### src/design/pin_mux_pkg.sv
package pin_mux_pkg;

   // ******************************************************
   // register map (index; byte address is four times it)
   // ******************************************************
   localparam logic [7:0] CTRL_INDEX   = 8'h16;
   localparam logic [7:0] STATUS_INDEX = 8'h20;
   localparam logic [7:0] CTRL_RESET   = 8'h00;
   localparam int         NUM_RX       = 4;

   // ******************************************************
   // field codes
   // ******************************************************
   typedef enum logic [2:0] {
      SRC_RX0 = 3'h0,
      SRC_RX1 = 3'h1,
      SRC_RX2 = 3'h2,
      SRC_RX3 = 3'h3,
      SRC_DEV = 3'h4,
      SRC_TX  = 3'h6
   } src_type;

   localparam logic [2:0] RX_LOCK      = 3'h4;
   localparam logic [2:0] RX_PASS      = 3'h5;
   localparam logic [2:0] RX_FV        = 3'h6;
   localparam logic [2:0] RX_LV        = 3'h7;
   localparam logic [2:0] DEV_VALUE    = 3'h0;
   localparam logic [2:0] DEV_LOCK_OR  = 3'h1;
   localparam logic [2:0] DEV_LOCK_AND = 3'h2;
   localparam logic [2:0] DEV_PASS_AND = 3'h3;
   localparam logic [2:0] DEV_FSYNC    = 3'h4;
   localparam logic [2:0] TX_PASS_AND  = 3'h0;
   localparam logic [2:0] TX_PASS_OR   = 3'h1;
   localparam logic [2:0] TX_FV        = 3'h2;
   localparam logic [2:0] TX_LV        = 3'h3;
   localparam logic [2:0] TX_SYNC      = 3'h4;
   localparam logic [2:0] TX_IRQ       = 3'h5;

   // ******************************************************
   // carriers
   // ******************************************************
   typedef struct packed {
      logic [2:0] sel;
      logic [2:0] src;
      logic       val;
      logic       en;
   } ctrl_type;

   typedef struct packed {
      logic [3:0] remote_pin;
      logic       lock;
      logic       pass;
      logic       fv;
      logic       lv;
   } rx_ind_type;

   typedef struct packed {
      logic fv;
      logic lv;
      logic synced;
      logic irq;
   } tx_ind_type;

endpackage

### src/design/pin_six_mux.sv
// Behaviour
// - source field bits 4:2 picks rx port 0-3, device status or transmit port
// - rx source: select codes 000-011 drive forwarded remote pins 0-3
// - rx source: select 100-111 drive lock, pass, frame valid, line valid
// - device status: 001 ors, 010 ands lock of enabled rx ports
// - device status: 011 ands pass of enabled ports, 100 frame sync
// - device status 000 drives the local value bit 1, gated by enable bit 0
// - transmit source: 000 ands, 001 ors pass of enabled rx ports
// - control register at index 0x16 resets to all zero
//
// Implementation choice: the Wishbone register port.
`timescale 1ns/1ps
module pin_six_mux
(
   // clock and reset
   input  wire logic                                    i_clk,
   input  wire logic                                    i_rst,
   // wishbone classic slave
   input  wire logic                                    i_wb_cyc,
   input  wire logic                                    i_wb_stb,
   input  wire logic                                    i_wb_we,
   input  wire logic [9:0]                              i_wb_adr,
   input  wire logic [3:0]                              i_wb_sel,
   input  wire logic [31:0]                             i_wb_dat,
   output logic      [31:0]                             o_wb_dat,
   output logic                                         o_wb_ack,
   // receive port and device indications
   input  wire pin_mux_pkg::rx_ind_type [3:0]           i_rx_ind,
   input  wire logic [3:0]                              i_rx_enabled,
   input  wire logic                                    i_frame_sync_pulse,
   // transmit port indications
   input  wire pin_mux_pkg::tx_ind_type                 i_tx_ind,
   // pin drive
   output logic                                         o_pin_out,
   output logic                                         o_pin_oe
);

   // ******************************************************
   // helpers
   // ******************************************************
   // an empty mask gives 1 for the and form, 0 for the or form
   function automatic logic masked_and(input logic [3:0] v, input logic [3:0] m);
      masked_and = &(v | ~m);
   endfunction

   function automatic logic masked_or(input logic [3:0] v, input logic [3:0] m);
      masked_or = |(v & m);
   endfunction

   function automatic logic pick_rx(input pin_mux_pkg::rx_ind_type p, input logic [2:0] s);
      logic r;
      r = 1'b0;
      if (s[2] == 1'b0)
         r = p.remote_pin[s[1:0]];
      else if (s == pin_mux_pkg::RX_LOCK)
         r = p.lock;
      else if (s == pin_mux_pkg::RX_PASS)
         r = p.pass;
      else if (s == pin_mux_pkg::RX_FV)
         r = p.fv;
      else
         r = p.lv;
      pick_rx = r;
   endfunction

   // ******************************************************
   // bus slave
   // ******************************************************
   pin_mux_pkg::ctrl_type ctrl_q;
   logic                  ack_q;
   logic [31:0]           rdat_q;
   logic                  pin_q;
   logic                  oe_q;
   logic                  req;
   logic                  hit_ctrl;
   logic                  hit_status;
   logic                  mux_d;

   assign req        = i_wb_cyc && i_wb_stb && !ack_q;
   assign hit_ctrl   = i_wb_adr[9:2] == pin_mux_pkg::CTRL_INDEX;
   assign hit_status = i_wb_adr[9:2] == pin_mux_pkg::STATUS_INDEX;

   // one wait state: ack follows the request by one edge, then drops
   always_ff @(posedge i_clk)
   begin
      if (i_rst)
         ack_q <= 1'b0;
      else
         ack_q <= req;
   end

   always_ff @(posedge i_clk)
   begin
      if (i_rst)
         ctrl_q <= pin_mux_pkg::CTRL_RESET;
      else if (req && i_wb_we && hit_ctrl && i_wb_sel[0])
         ctrl_q <= i_wb_dat[7:0];
   end

   // read data is captured with the ack; unmapped offsets read zero
   always_ff @(posedge i_clk)
   begin
      if (i_rst)
         rdat_q <= 32'h0000_0000;
      else if (req && !i_wb_we)
      begin
         if (hit_ctrl)
            rdat_q <= {24'h00_0000, ctrl_q};
         else if (hit_status)
            rdat_q <= {30'h0000_0000, oe_q, pin_q};
         else
            rdat_q <= 32'h0000_0000;
      end
   end

   assign o_wb_ack = ack_q;
   assign o_wb_dat = rdat_q;

   // ******************************************************
   // source multiplexer
   // ******************************************************
   always_comb
   begin
      mux_d = 1'b0;
      if (ctrl_q.src[2] == 1'b0)
         mux_d = pick_rx(i_rx_ind[ctrl_q.src[1:0]], ctrl_q.sel);
      else if (ctrl_q.src == pin_mux_pkg::SRC_DEV)
      begin
         case (ctrl_q.sel)
            pin_mux_pkg::DEV_VALUE:    mux_d = ctrl_q.val;
            pin_mux_pkg::DEV_LOCK_OR:
               mux_d = masked_or({i_rx_ind[3].lock, i_rx_ind[2].lock,
                                  i_rx_ind[1].lock, i_rx_ind[0].lock}, i_rx_enabled);
            pin_mux_pkg::DEV_LOCK_AND:
               mux_d = masked_and({i_rx_ind[3].lock, i_rx_ind[2].lock,
                                   i_rx_ind[1].lock, i_rx_ind[0].lock}, i_rx_enabled);
            pin_mux_pkg::DEV_PASS_AND:
               mux_d = masked_and({i_rx_ind[3].pass, i_rx_ind[2].pass,
                                   i_rx_ind[1].pass, i_rx_ind[0].pass}, i_rx_enabled);
            pin_mux_pkg::DEV_FSYNC:    mux_d = i_frame_sync_pulse;
            default:                   mux_d = 1'b0;
         endcase
      end
      else if (ctrl_q.src == pin_mux_pkg::SRC_TX)
      begin
         case (ctrl_q.sel)
            pin_mux_pkg::TX_PASS_AND:
               mux_d = masked_and({i_rx_ind[3].pass, i_rx_ind[2].pass,
                                   i_rx_ind[1].pass, i_rx_ind[0].pass}, i_rx_enabled);
            pin_mux_pkg::TX_PASS_OR:
               mux_d = masked_or({i_rx_ind[3].pass, i_rx_ind[2].pass,
                                  i_rx_ind[1].pass, i_rx_ind[0].pass}, i_rx_enabled);
            pin_mux_pkg::TX_FV:        mux_d = i_tx_ind.fv;
            pin_mux_pkg::TX_LV:        mux_d = i_tx_ind.lv;
            pin_mux_pkg::TX_SYNC:      mux_d = i_tx_ind.synced;
            pin_mux_pkg::TX_IRQ:       mux_d = i_tx_ind.irq;
            default:                   mux_d = 1'b0;
         endcase
      end
      else
         mux_d = 1'b0;
   end

   // ******************************************************
   // pin drive
   // ******************************************************
   // registered so the pin never glitches while the mux inputs settle
   always_ff @(posedge i_clk)
   begin
      if (i_rst)
      begin
         pin_q <= 1'b0;
         oe_q  <= 1'b0;
      end
      else
      begin
         pin_q <= ctrl_q.en & mux_d;
         oe_q  <= ctrl_q.en;
      end
   end

   assign o_pin_out = pin_q;
   assign o_pin_oe  = oe_q;

   // ******************************************************
   // assertions
   // ******************************************************
   property p_reset_zero;
      @(posedge i_clk) $past(i_rst) |-> ctrl_q == 8'h00 && !o_pin_oe && !o_pin_out;
   endproperty
   a_reset_zero: assert property (p_reset_zero)
      else $error("control or pin not cleared by reset");

   property p_disabled_quiet;
      @(posedge i_clk) disable iff (i_rst)
         !ctrl_q.en |=> !o_pin_oe && !o_pin_out;
   endproperty
   a_disabled_quiet: assert property (p_disabled_quiet)
      else $error("pin driven while output disabled");

   property p_write_takes;
      @(posedge i_clk) disable iff (i_rst)
         req && i_wb_we && hit_ctrl && i_wb_sel[0] |=> ctrl_q == $past(i_wb_dat[7:0]);
   endproperty
   a_write_takes: assert property (p_write_takes)
      else $error("control write not stored");

   property p_local_value;
      @(posedge i_clk) disable iff (i_rst)
         ctrl_q.en && ctrl_q.src == pin_mux_pkg::SRC_DEV && ctrl_q.sel == 3'h0
         |=> o_pin_oe && o_pin_out == $past(ctrl_q.val);
   endproperty
   a_local_value: assert property (p_local_value)
      else $error("local value not on pin");

   property p_rx_remote;
      @(posedge i_clk) disable iff (i_rst)
         ctrl_q.en && !ctrl_q.src[2] && !ctrl_q.sel[2]
         |=> o_pin_out == $past(i_rx_ind[ctrl_q.src[1:0]].remote_pin[ctrl_q.sel[1:0]]);
   endproperty
   a_rx_remote: assert property (p_rx_remote)
      else $error("remote pin not forwarded");

   property p_rx_lock;
      @(posedge i_clk) disable iff (i_rst)
         ctrl_q.en && !ctrl_q.src[2] && ctrl_q.sel == 3'h4
         |=> o_pin_out == $past(i_rx_ind[ctrl_q.src[1:0]].lock);
   endproperty
   a_rx_lock: assert property (p_rx_lock)
      else $error("rx lock not forwarded");

   property p_lock_or;
      @(posedge i_clk) disable iff (i_rst)
         ctrl_q.en && ctrl_q.src == 3'h4 && ctrl_q.sel == 3'h1
         |=> o_pin_out == $past(|({i_rx_ind[3].lock, i_rx_ind[2].lock,
                                   i_rx_ind[1].lock, i_rx_ind[0].lock} & i_rx_enabled));
   endproperty
   a_lock_or: assert property (p_lock_or)
      else $error("lock or wrong");

   property p_tx_irq;
      @(posedge i_clk) disable iff (i_rst)
         ctrl_q.en && ctrl_q.src == 3'h6 && ctrl_q.sel == 3'h5
         |=> o_pin_out == $past(i_tx_ind.irq);
   endproperty
   a_tx_irq: assert property (p_tx_irq)
      else $error("tx interrupt not forwarded");

   property p_tx_pass_and;
      @(posedge i_clk) disable iff (i_rst)
         ctrl_q.en && ctrl_q.src == 3'h6 && ctrl_q.sel == 3'h0
         |=> o_pin_out == $past(&({i_rx_ind[3].pass, i_rx_ind[2].pass,
                                   i_rx_ind[1].pass, i_rx_ind[0].pass} | ~i_rx_enabled));
   endproperty
   a_tx_pass_and: assert property (p_tx_pass_and)
      else $error("tx pass and wrong");

   property p_reserved_low;
      @(posedge i_clk) disable iff (i_rst)
         ctrl_q.src == 3'h5 || ctrl_q.src == 3'h7 ||
         (ctrl_q.src == 3'h4 && ctrl_q.sel > 3'h4) |=> !o_pin_out;
   endproperty
   a_reserved_low: assert property (p_reserved_low)
      else $error("reserved code drove pin high");

   property p_ack_pulse;
      @(posedge i_clk) disable iff (i_rst)
         i_wb_cyc && i_wb_stb && !o_wb_ack |=> o_wb_ack ##1 !o_wb_ack;
   endproperty
   a_ack_pulse: assert property (p_ack_pulse)
      else $error("ack not a single cycle after request");

   property p_cov_fsync;
      @(posedge i_clk) disable iff (i_rst)
         ctrl_q.en && ctrl_q.src == 3'h4 && ctrl_q.sel == 3'h4 ##1 o_pin_out;
   endproperty
   c_cov_fsync: cover property (p_cov_fsync);

   property p_cov_rx_lv;
      @(posedge i_clk) disable iff (i_rst)
         ctrl_q.en && ctrl_q.src == 3'h3 && ctrl_q.sel == 3'h7 ##1 o_pin_out;
   endproperty
   c_cov_rx_lv: cover property (p_cov_rx_lv);

   property p_cov_tx_sync;
      @(posedge i_clk) disable iff (i_rst)
         ctrl_q.en && ctrl_q.src == 3'h6 && ctrl_q.sel == 3'h4 ##1 o_pin_out;
   endproperty
   c_cov_tx_sync: cover property (p_cov_tx_sync);

endmodule

### config.mk
export PLATFORM = sky130hd
export DESIGN_NAME = pin_six_mux
export DESIGN_NICKNAME = d
export VERILOG_FILES = /design/src/design/pin_mux_pkg.sv /design/src/design/pin_six_mux.sv
export SDC_FILE = /design/constraint.sdc
export NUM_CORES = 1
export LEC_CHECK = 0
export ABC_CLOCK_PERIOD_IN_PS = 2400
export BUFFER_PORTS_ARGS = -buffer_cell sky130_fd_sc_hd__buf_4
export CAP_MARGIN = 20
export CORE_MARGIN = 3
export CORE_UTILIZATION = 37
export DETAILED_ROUTE_END_ITERATION = 12
export GPL_TIMING_DRIVEN = 1
export PLACE_DENSITY = 0.77
export SLEW_MARGIN = 25
export SYNTH_ARGS = -nofsm -noshare
export SYNTH_HDL_FRONTEND = slang
export SYNTH_SLANG_ARGS = --single-unit
### constraint.sdc
create_clock -name i_clk -period 2.4 [get_ports i_clk]
set_clock_uncertainty 0.15 [all_clocks]
set_input_delay 0.36 -clock i_clk [delete_from_list [all_inputs] [get_ports i_clk]]
set_output_delay 0.36 -clock i_clk [all_outputs]
set_load 0.05 [all_outputs]
Word-level counts from Yosys, hierarchy flattened
Cells that the tools add are included.
{"block": "op_classes", "magnitude_cmp": 2, "n_eq_ne": 10, "mux": 15, "n_bitwise": 6, "reduce_logical": 13}
{"op": "8-bit binary-select mux with 2-bit select", "count": 1}
{"op": "8-bit two-way mux", "count": 2}
{"op": "3-bit equality test (second input constant)", "count": 5}
{"op": "4-bit bitwise AND", "count": 2}
{"op": "8-bit by 5-bit equality test with 1-bit output (second input constant)", "count": 1}
{"op": "8-bit by 6-bit equality test with 1-bit output (second input constant)", "count": 1}
{"op": "1-bit two-way mux", "count": 8}
{"op": "4-bit bitwise OR", "count": 2}
{"op": "4-bit AND reduction", "count": 2}
{"op": "4-bit OR reduction", "count": 2}
{"op": "3-bit by 2-bit equality test with 1-bit output (second input constant)", "count": 2}
{"op": "1-bit logical AND", "count": 6}
{"op": "2-bit by 3-bit < comparator with 1-bit output (second input constant)", "count": 2}
{"op": "1-bit one-hot mux with 6 select lines", "count": 1}
{"op": "1-bit one-hot mux with 5 select lines", "count": 1}
{"op": "4-bit NOT", "count": 1}
{"op": "3-bit by 1-bit equality test with 1-bit output (second input constant)", "count": 1}
{"op": "3-bit zero test", "count": 1}
{"op": "1-bit binary-select mux with 2-bit select", "count": 1}
{"op": "1-bit zero test", "count": 2}
{"op": "2-bit two-way mux", "count": 1}
{"op": "1-bit bitwise AND", "count": 1}
{"block": "totals", "ff_bits": 43, "input_bits": 92, "out_inout_bits": 35}

Longest topological paths before layout
{"block": "depth", "ltp_word": 8, "mapped_depth": 6, "mapped_depth_nobuf": 5}

Least setup slack after synthesis
No wires, ideal clock.
{"block": "synth_timing", "kind": "reg-to-reg", "from": "reg ack_q (netlist: o_wb_ack)", "to": "reg rdat_q[0] (netlist: o_wb_dat[0])", "setup_time_ns": 0.070, "t_arrival_ns": 1.679, "setup_slack_ns": 0.501, "path_stages_with_launch": 7, "path_buffers": 1, "period_less_slack_ns": 1.899, "path_cell_list": "dfxtp_1 -> nand3b_1 -> or2_1 -> clkbuf_1 -> nor2_2 -> a22oi_1 -> a21oi_1"}
{"block": "synth_between", "elab_chain_cells": 3}
{"item": "from (decl)", "line_no": "pin_six_mux.sv:70", "source": "logic ack_q;"}
{"item": "from (signal assigned)", "line_no": "pin_six_mux.sv:89", "source": "ack_q <= req;"}
{"item": "1-bit zero test", "line_no": "pin_six_mux.sv:79", "source": "assign req = i_wb_cyc && i_wb_stb && !ack_q;"}
{"item": "1-bit logical AND", "line_no": "pin_six_mux.sv:79"}
{"item": "1-bit logical AND", "line_no": "pin_six_mux.sv:105", "source": "else if (req && !i_wb_we)"}
{"item": "to (signal assigned)", "line_no": "pin_six_mux.sv:108", "source": "rdat_q <= {24'h00_0000, ctrl_q};"}
{"item": "to (signal assigned)", "line_no": "pin_six_mux.sv:110", "source": "rdat_q <= {30'h0000_0000, oe_q, pin_q};"}
{"item": "to (decl)", "line_no": "pin_six_mux.sv:71", "source": "logic [31:0] rdat_q;"}
No other way between the ends.
A chain may end at the register's enable or synchronous reset.

Worst setup path in the final report
{"block": "layout_timing", "from": "reg ctrl_q[6] in the netlist's numbering", "to": "reg pin_q (netlist: o_pin_out)"}
{"block": "layout_between", "elab_chain_cells": 7, "word_cells_on_any_way": 19, "cone_classes": "eq/ne (6); mux (11); bitwise (1); reduce/logical (1)"}
{"item": "from (decl)", "line_no": "pin_six_mux.sv:69", "source": "pin_mux_pkg::ctrl_type ctrl_q;"}
{"item": "from (signal assigned)", "line_no": "pin_six_mux.sv:95", "source": "ctrl_q <= pin_mux_pkg::CTRL_RESET;"}
{"item": "from (signal assigned)", "line_no": "pin_six_mux.sv:97", "source": "ctrl_q <= i_wb_dat[7:0];"}
{"item": "3-bit equality test", "line_no": "pin_six_mux.sv:59", "source": "else if (s == pin_mux_pkg::RX_FV)"}
{"item": "1-bit two-way mux", "line_no": "pin_six_mux.sv:59"}
{"item": "1-bit two-way mux", "line_no": "pin_six_mux.sv:57", "source": "else if (s == pin_mux_pkg::RX_PASS)"}
{"item": "1-bit two-way mux", "line_no": "pin_six_mux.sv:55", "source": "else if (s == pin_mux_pkg::RX_LOCK)"}
{"item": "1-bit two-way mux", "line_no": "pin_six_mux.sv:53", "source": "if (s[2] == 1'b0)"}
{"item": "1-bit two-way mux *", "line_no": "pin_six_mux.sv:125", "source": "if (ctrl_q.src[2] == 1'b0)"}
{"item": "1-bit bitwise AND *", "line_no": "pin_six_mux.sv:177", "source": "pin_q <= ctrl_q.en & mux_d;"}
{"item": "to (signal assigned)", "line_no": "pin_six_mux.sv:177"}
{"item": "to (decl)", "line_no": "pin_six_mux.sv:72", "source": "logic pin_q;"}
Mark *: on every way between the ends. The rest lies on a longest branch, timed or not. The select of a mux whose other input is x is not followed.

==> impl_metrics.py <==
metrics = {
    "status": {
        "status": "finished, final reports clean",
    },
    "run": {
        "maxCapViolations": 0,
    },
    "synth": {
        "ys_ff_latch": 19,
        "syn_area_per_cell_um2": 9.41,
        "synth-edff-count": 0,
        "yosysUniqueCellTypes": 35,
        "synthesis.instances": 149,
        "yosys_warnings": 0,
        "synthArstFlopShare_pct": 0,
        "yosysSeqAreaShare_pct": 27.1,
        "ys.flop_type": "dfxtp_1",
        "netlist_area_mm2": 0.00140,
    },
    "global_route": {
        "grt_max_degree": 20,
        "grt_pass1_vias": 1229,
        "grt-ovfl-total": 0,
        "grt_first_pass_wirelength_um": 5240,
        "grt_use_total_pct": 14.7,
        "antenna_found_initial": 0,
    },
    "floorplan": {
        "num_rows": 21,
        "start_util_pct": 40.1,
        "io_pins": 127,
        "coreArea_mm2": 0.00349,
        "die-area_mm2": 0.00457,
        "die_y_um": 67.6,
        "die_w_um": 67.6,
    },
    "clocking": {
        "cts_tree": "built",
        "clkTransAtPathRegs_ps": 70,
        "htree_levels": 1,
        "cts_root_buf": "clkbuf_8",
        "post_cts_buffers": 0,
        "cts_buffers": 3,
        "cts_sinks": 19,
        "cts_resized": 0,
        "cts_buffer_depth": 2,
        "holdBufCountCts": 0,
        "clkLatencyLatePin_ps": 250,
    },
    "layout": {
        "antenna_cells": 0,
        "area_delta_synth_final_pct": 36.9,
        "nFillCells": 348,
        "mostFrequentLayoutCells": "buf_4 (76), conb_1 (24), nor2_1 (19), dfxtp_1 (19), mux2i_1 (14)",
        "regArea_um2": 380,
        "drive_above_1_share_pct": 40.9,
        "multi_input_area_um2": 856,
        "final_common_cell": "buf_4",
        "nNetsFinal": 313,
    },
    "setup_path": {
        "cp-start-kind": "flip-flop",
        "reg2regPathDepth": 5,
        "worst_r2r_startpoint": "ctrl_q[6]",
        "cp_data_arrival_time_ps": 1890,
        "crit_fanout": 13,
        "r2r_setup_slack_ps": 500,
        "critPathKind": "flip-flop to flip-flop",
        "crit_path_end_kind": "flip-flop",
        "r2r-end": "o_pin_out",
        "cp.required_ps": 2390,
    },
    "routing": {
        "ant_nets": 0,
        "dr.pass1.iters": 4,
        "drc": 0,
        "viasPerCell": 4.87,
        "finalWirelength_um": 3360,
        "wl_per_cell_um": 12.6,
        "drt_iter0_drc": 66,
        "vias": 1296,
    },
    "timing": {
        "timing.slew.headroom_pct": 65.9,
        "max_freq_mhz": 528,
        "worstMarginPinSlew_ps": 511,
        "period_minus_slack_ps": 1900,
        "rsz0062_at_grt": "false",
        "period_share_pct": 79.0,
        "setup_viol": 0,
        "tns_ps": 0,
        "slew_violations": 0,
        "hold_viol": 0,
    },
    "pwr": {
        "peakVddDrop_mv": 0.268,
        "leakage_nw": 0.813,
        "power.total_mw": 0.743,
        "power_density_mw_per_mm2": 387,
    },
    "placed_design": {
        "portBuffers": 73,
        "gp_congestion": 0.774,
        "hpwl_um": 2790,
    },
    "worst_hold_path": {
        "hp-class": "input pin to flip-flop",
        "min_from": "i_wb_dat[5]",
        "holdPathStages": 3,
        "hold_end": "ctrl_q[5]",
    },
}
[synth_stat cells, drive strengths merged, types with 3 or more instances]
library cell  number  area share, %
dfxtp             19             27
nand2              6            1.6
clkbuf             3           0.89
mux4               8             13
a22oi             10            5.4
inv                3           0.80
a21oi              4            1.4
buf               29             16
nor2              20            5.5
nand2b             6            2.7
mux2i             14             10
[worst max-delay path, cell delays in order (launching register included)]
cell	delay (ps)
dfxtp_1	640
mux4_2	570
mux2i_1	140
nand3_1	90
nand4_1	130
o31ai_1	70
[per-layer routing]
| metal | wire, um | vias to the layer above | track usage (%) | part of all wire, % |
|---|---|---|---|---|
| met3 | 356 | 0 | 4.66 | 11 |
| met5 | 0 | - | 0 | 0 |
| met2 | 1640 | 60 | 26.0 | 49 |
| li1 | - | 636 | - | - |
| met4 | 0 | 0 | 1.77 | 0 |
| met1 | 1360 | 600 | 17.8 | 40 |
[through the flow]
step	setup slack [ps]	util, %	std cells	cell area [um2]	hold slack (ps)
finish	504	55.0	266	1920	193
global route	247	55.0	266	1920	194
CTS	494	55.0	266	1920	190
detailed placement	411	53.7	262	1880	296
global placement	440	53.7	262	1880	292
floorplan	501	-	172	1490	306
[flip-flops by register name, indices dropped and copies added (netlist names)]
name,flops
o_pin_out,1
ctrl_q,8
o_wb_dat,8
o_pin_oe,1
o_wb_ack,1
[kinds of logic after synthesis]
| group | count (synthesis) | synth area share [%] |
|---|---|---|
| muxes | 24 | 24.7 |
| other | 1 | 0.267 |
| AOI/OAI and AO/OA | 24 | 12.6 |
| and+or+nand+nor | 46 | 17.3 |
| buffers and inverters | 35 | 18.0 |
| DFF | 19 | 27.1 |
[power breakdown]
| part | internal (mW) | total [mW] | switching, mW |
|---|---|---|---|
| sequential | 0.316 | 0.316 | 0.000294 |
| combinational | 0.0860 | 0.208 | 0.122 |
| clock | 0.118 | 0.218 | 0.101 |
| total | 0.520 | 0.743 | 0.223 |
[final cells by class]
cell class                 count  area share, %
sequential                    19           19.8
clock buffer                   4           2.35
inverter                       3          0.586
tap                           46           3.00
multi-input combinational    118           44.6
timing repair buffer          76           29.7
[how the worst max path moves through the flow]
| stage | start | to | slack [ps] | cells after the start |
|---|---|---|---|---|
| after CTS | ctrl_q[6] | o_pin_out | 490 | 5 |
| after global placement | i_wb_adr[9] | ctrl_q[3] | 440 | 7 |
| after detailed placement | i_wb_adr[9] | ctrl_q[1] | 410 | 7 |
| after floorplan | o_wb_ack | o_wb_dat[0] | 500 | 6 |
| final | ctrl_q[6] | o_pin_out | 500 | 5 |
| after global routing | ctrl_q[6] | o_pin_out | 250 | 5 |
Power figures use the tool's default switching activity.
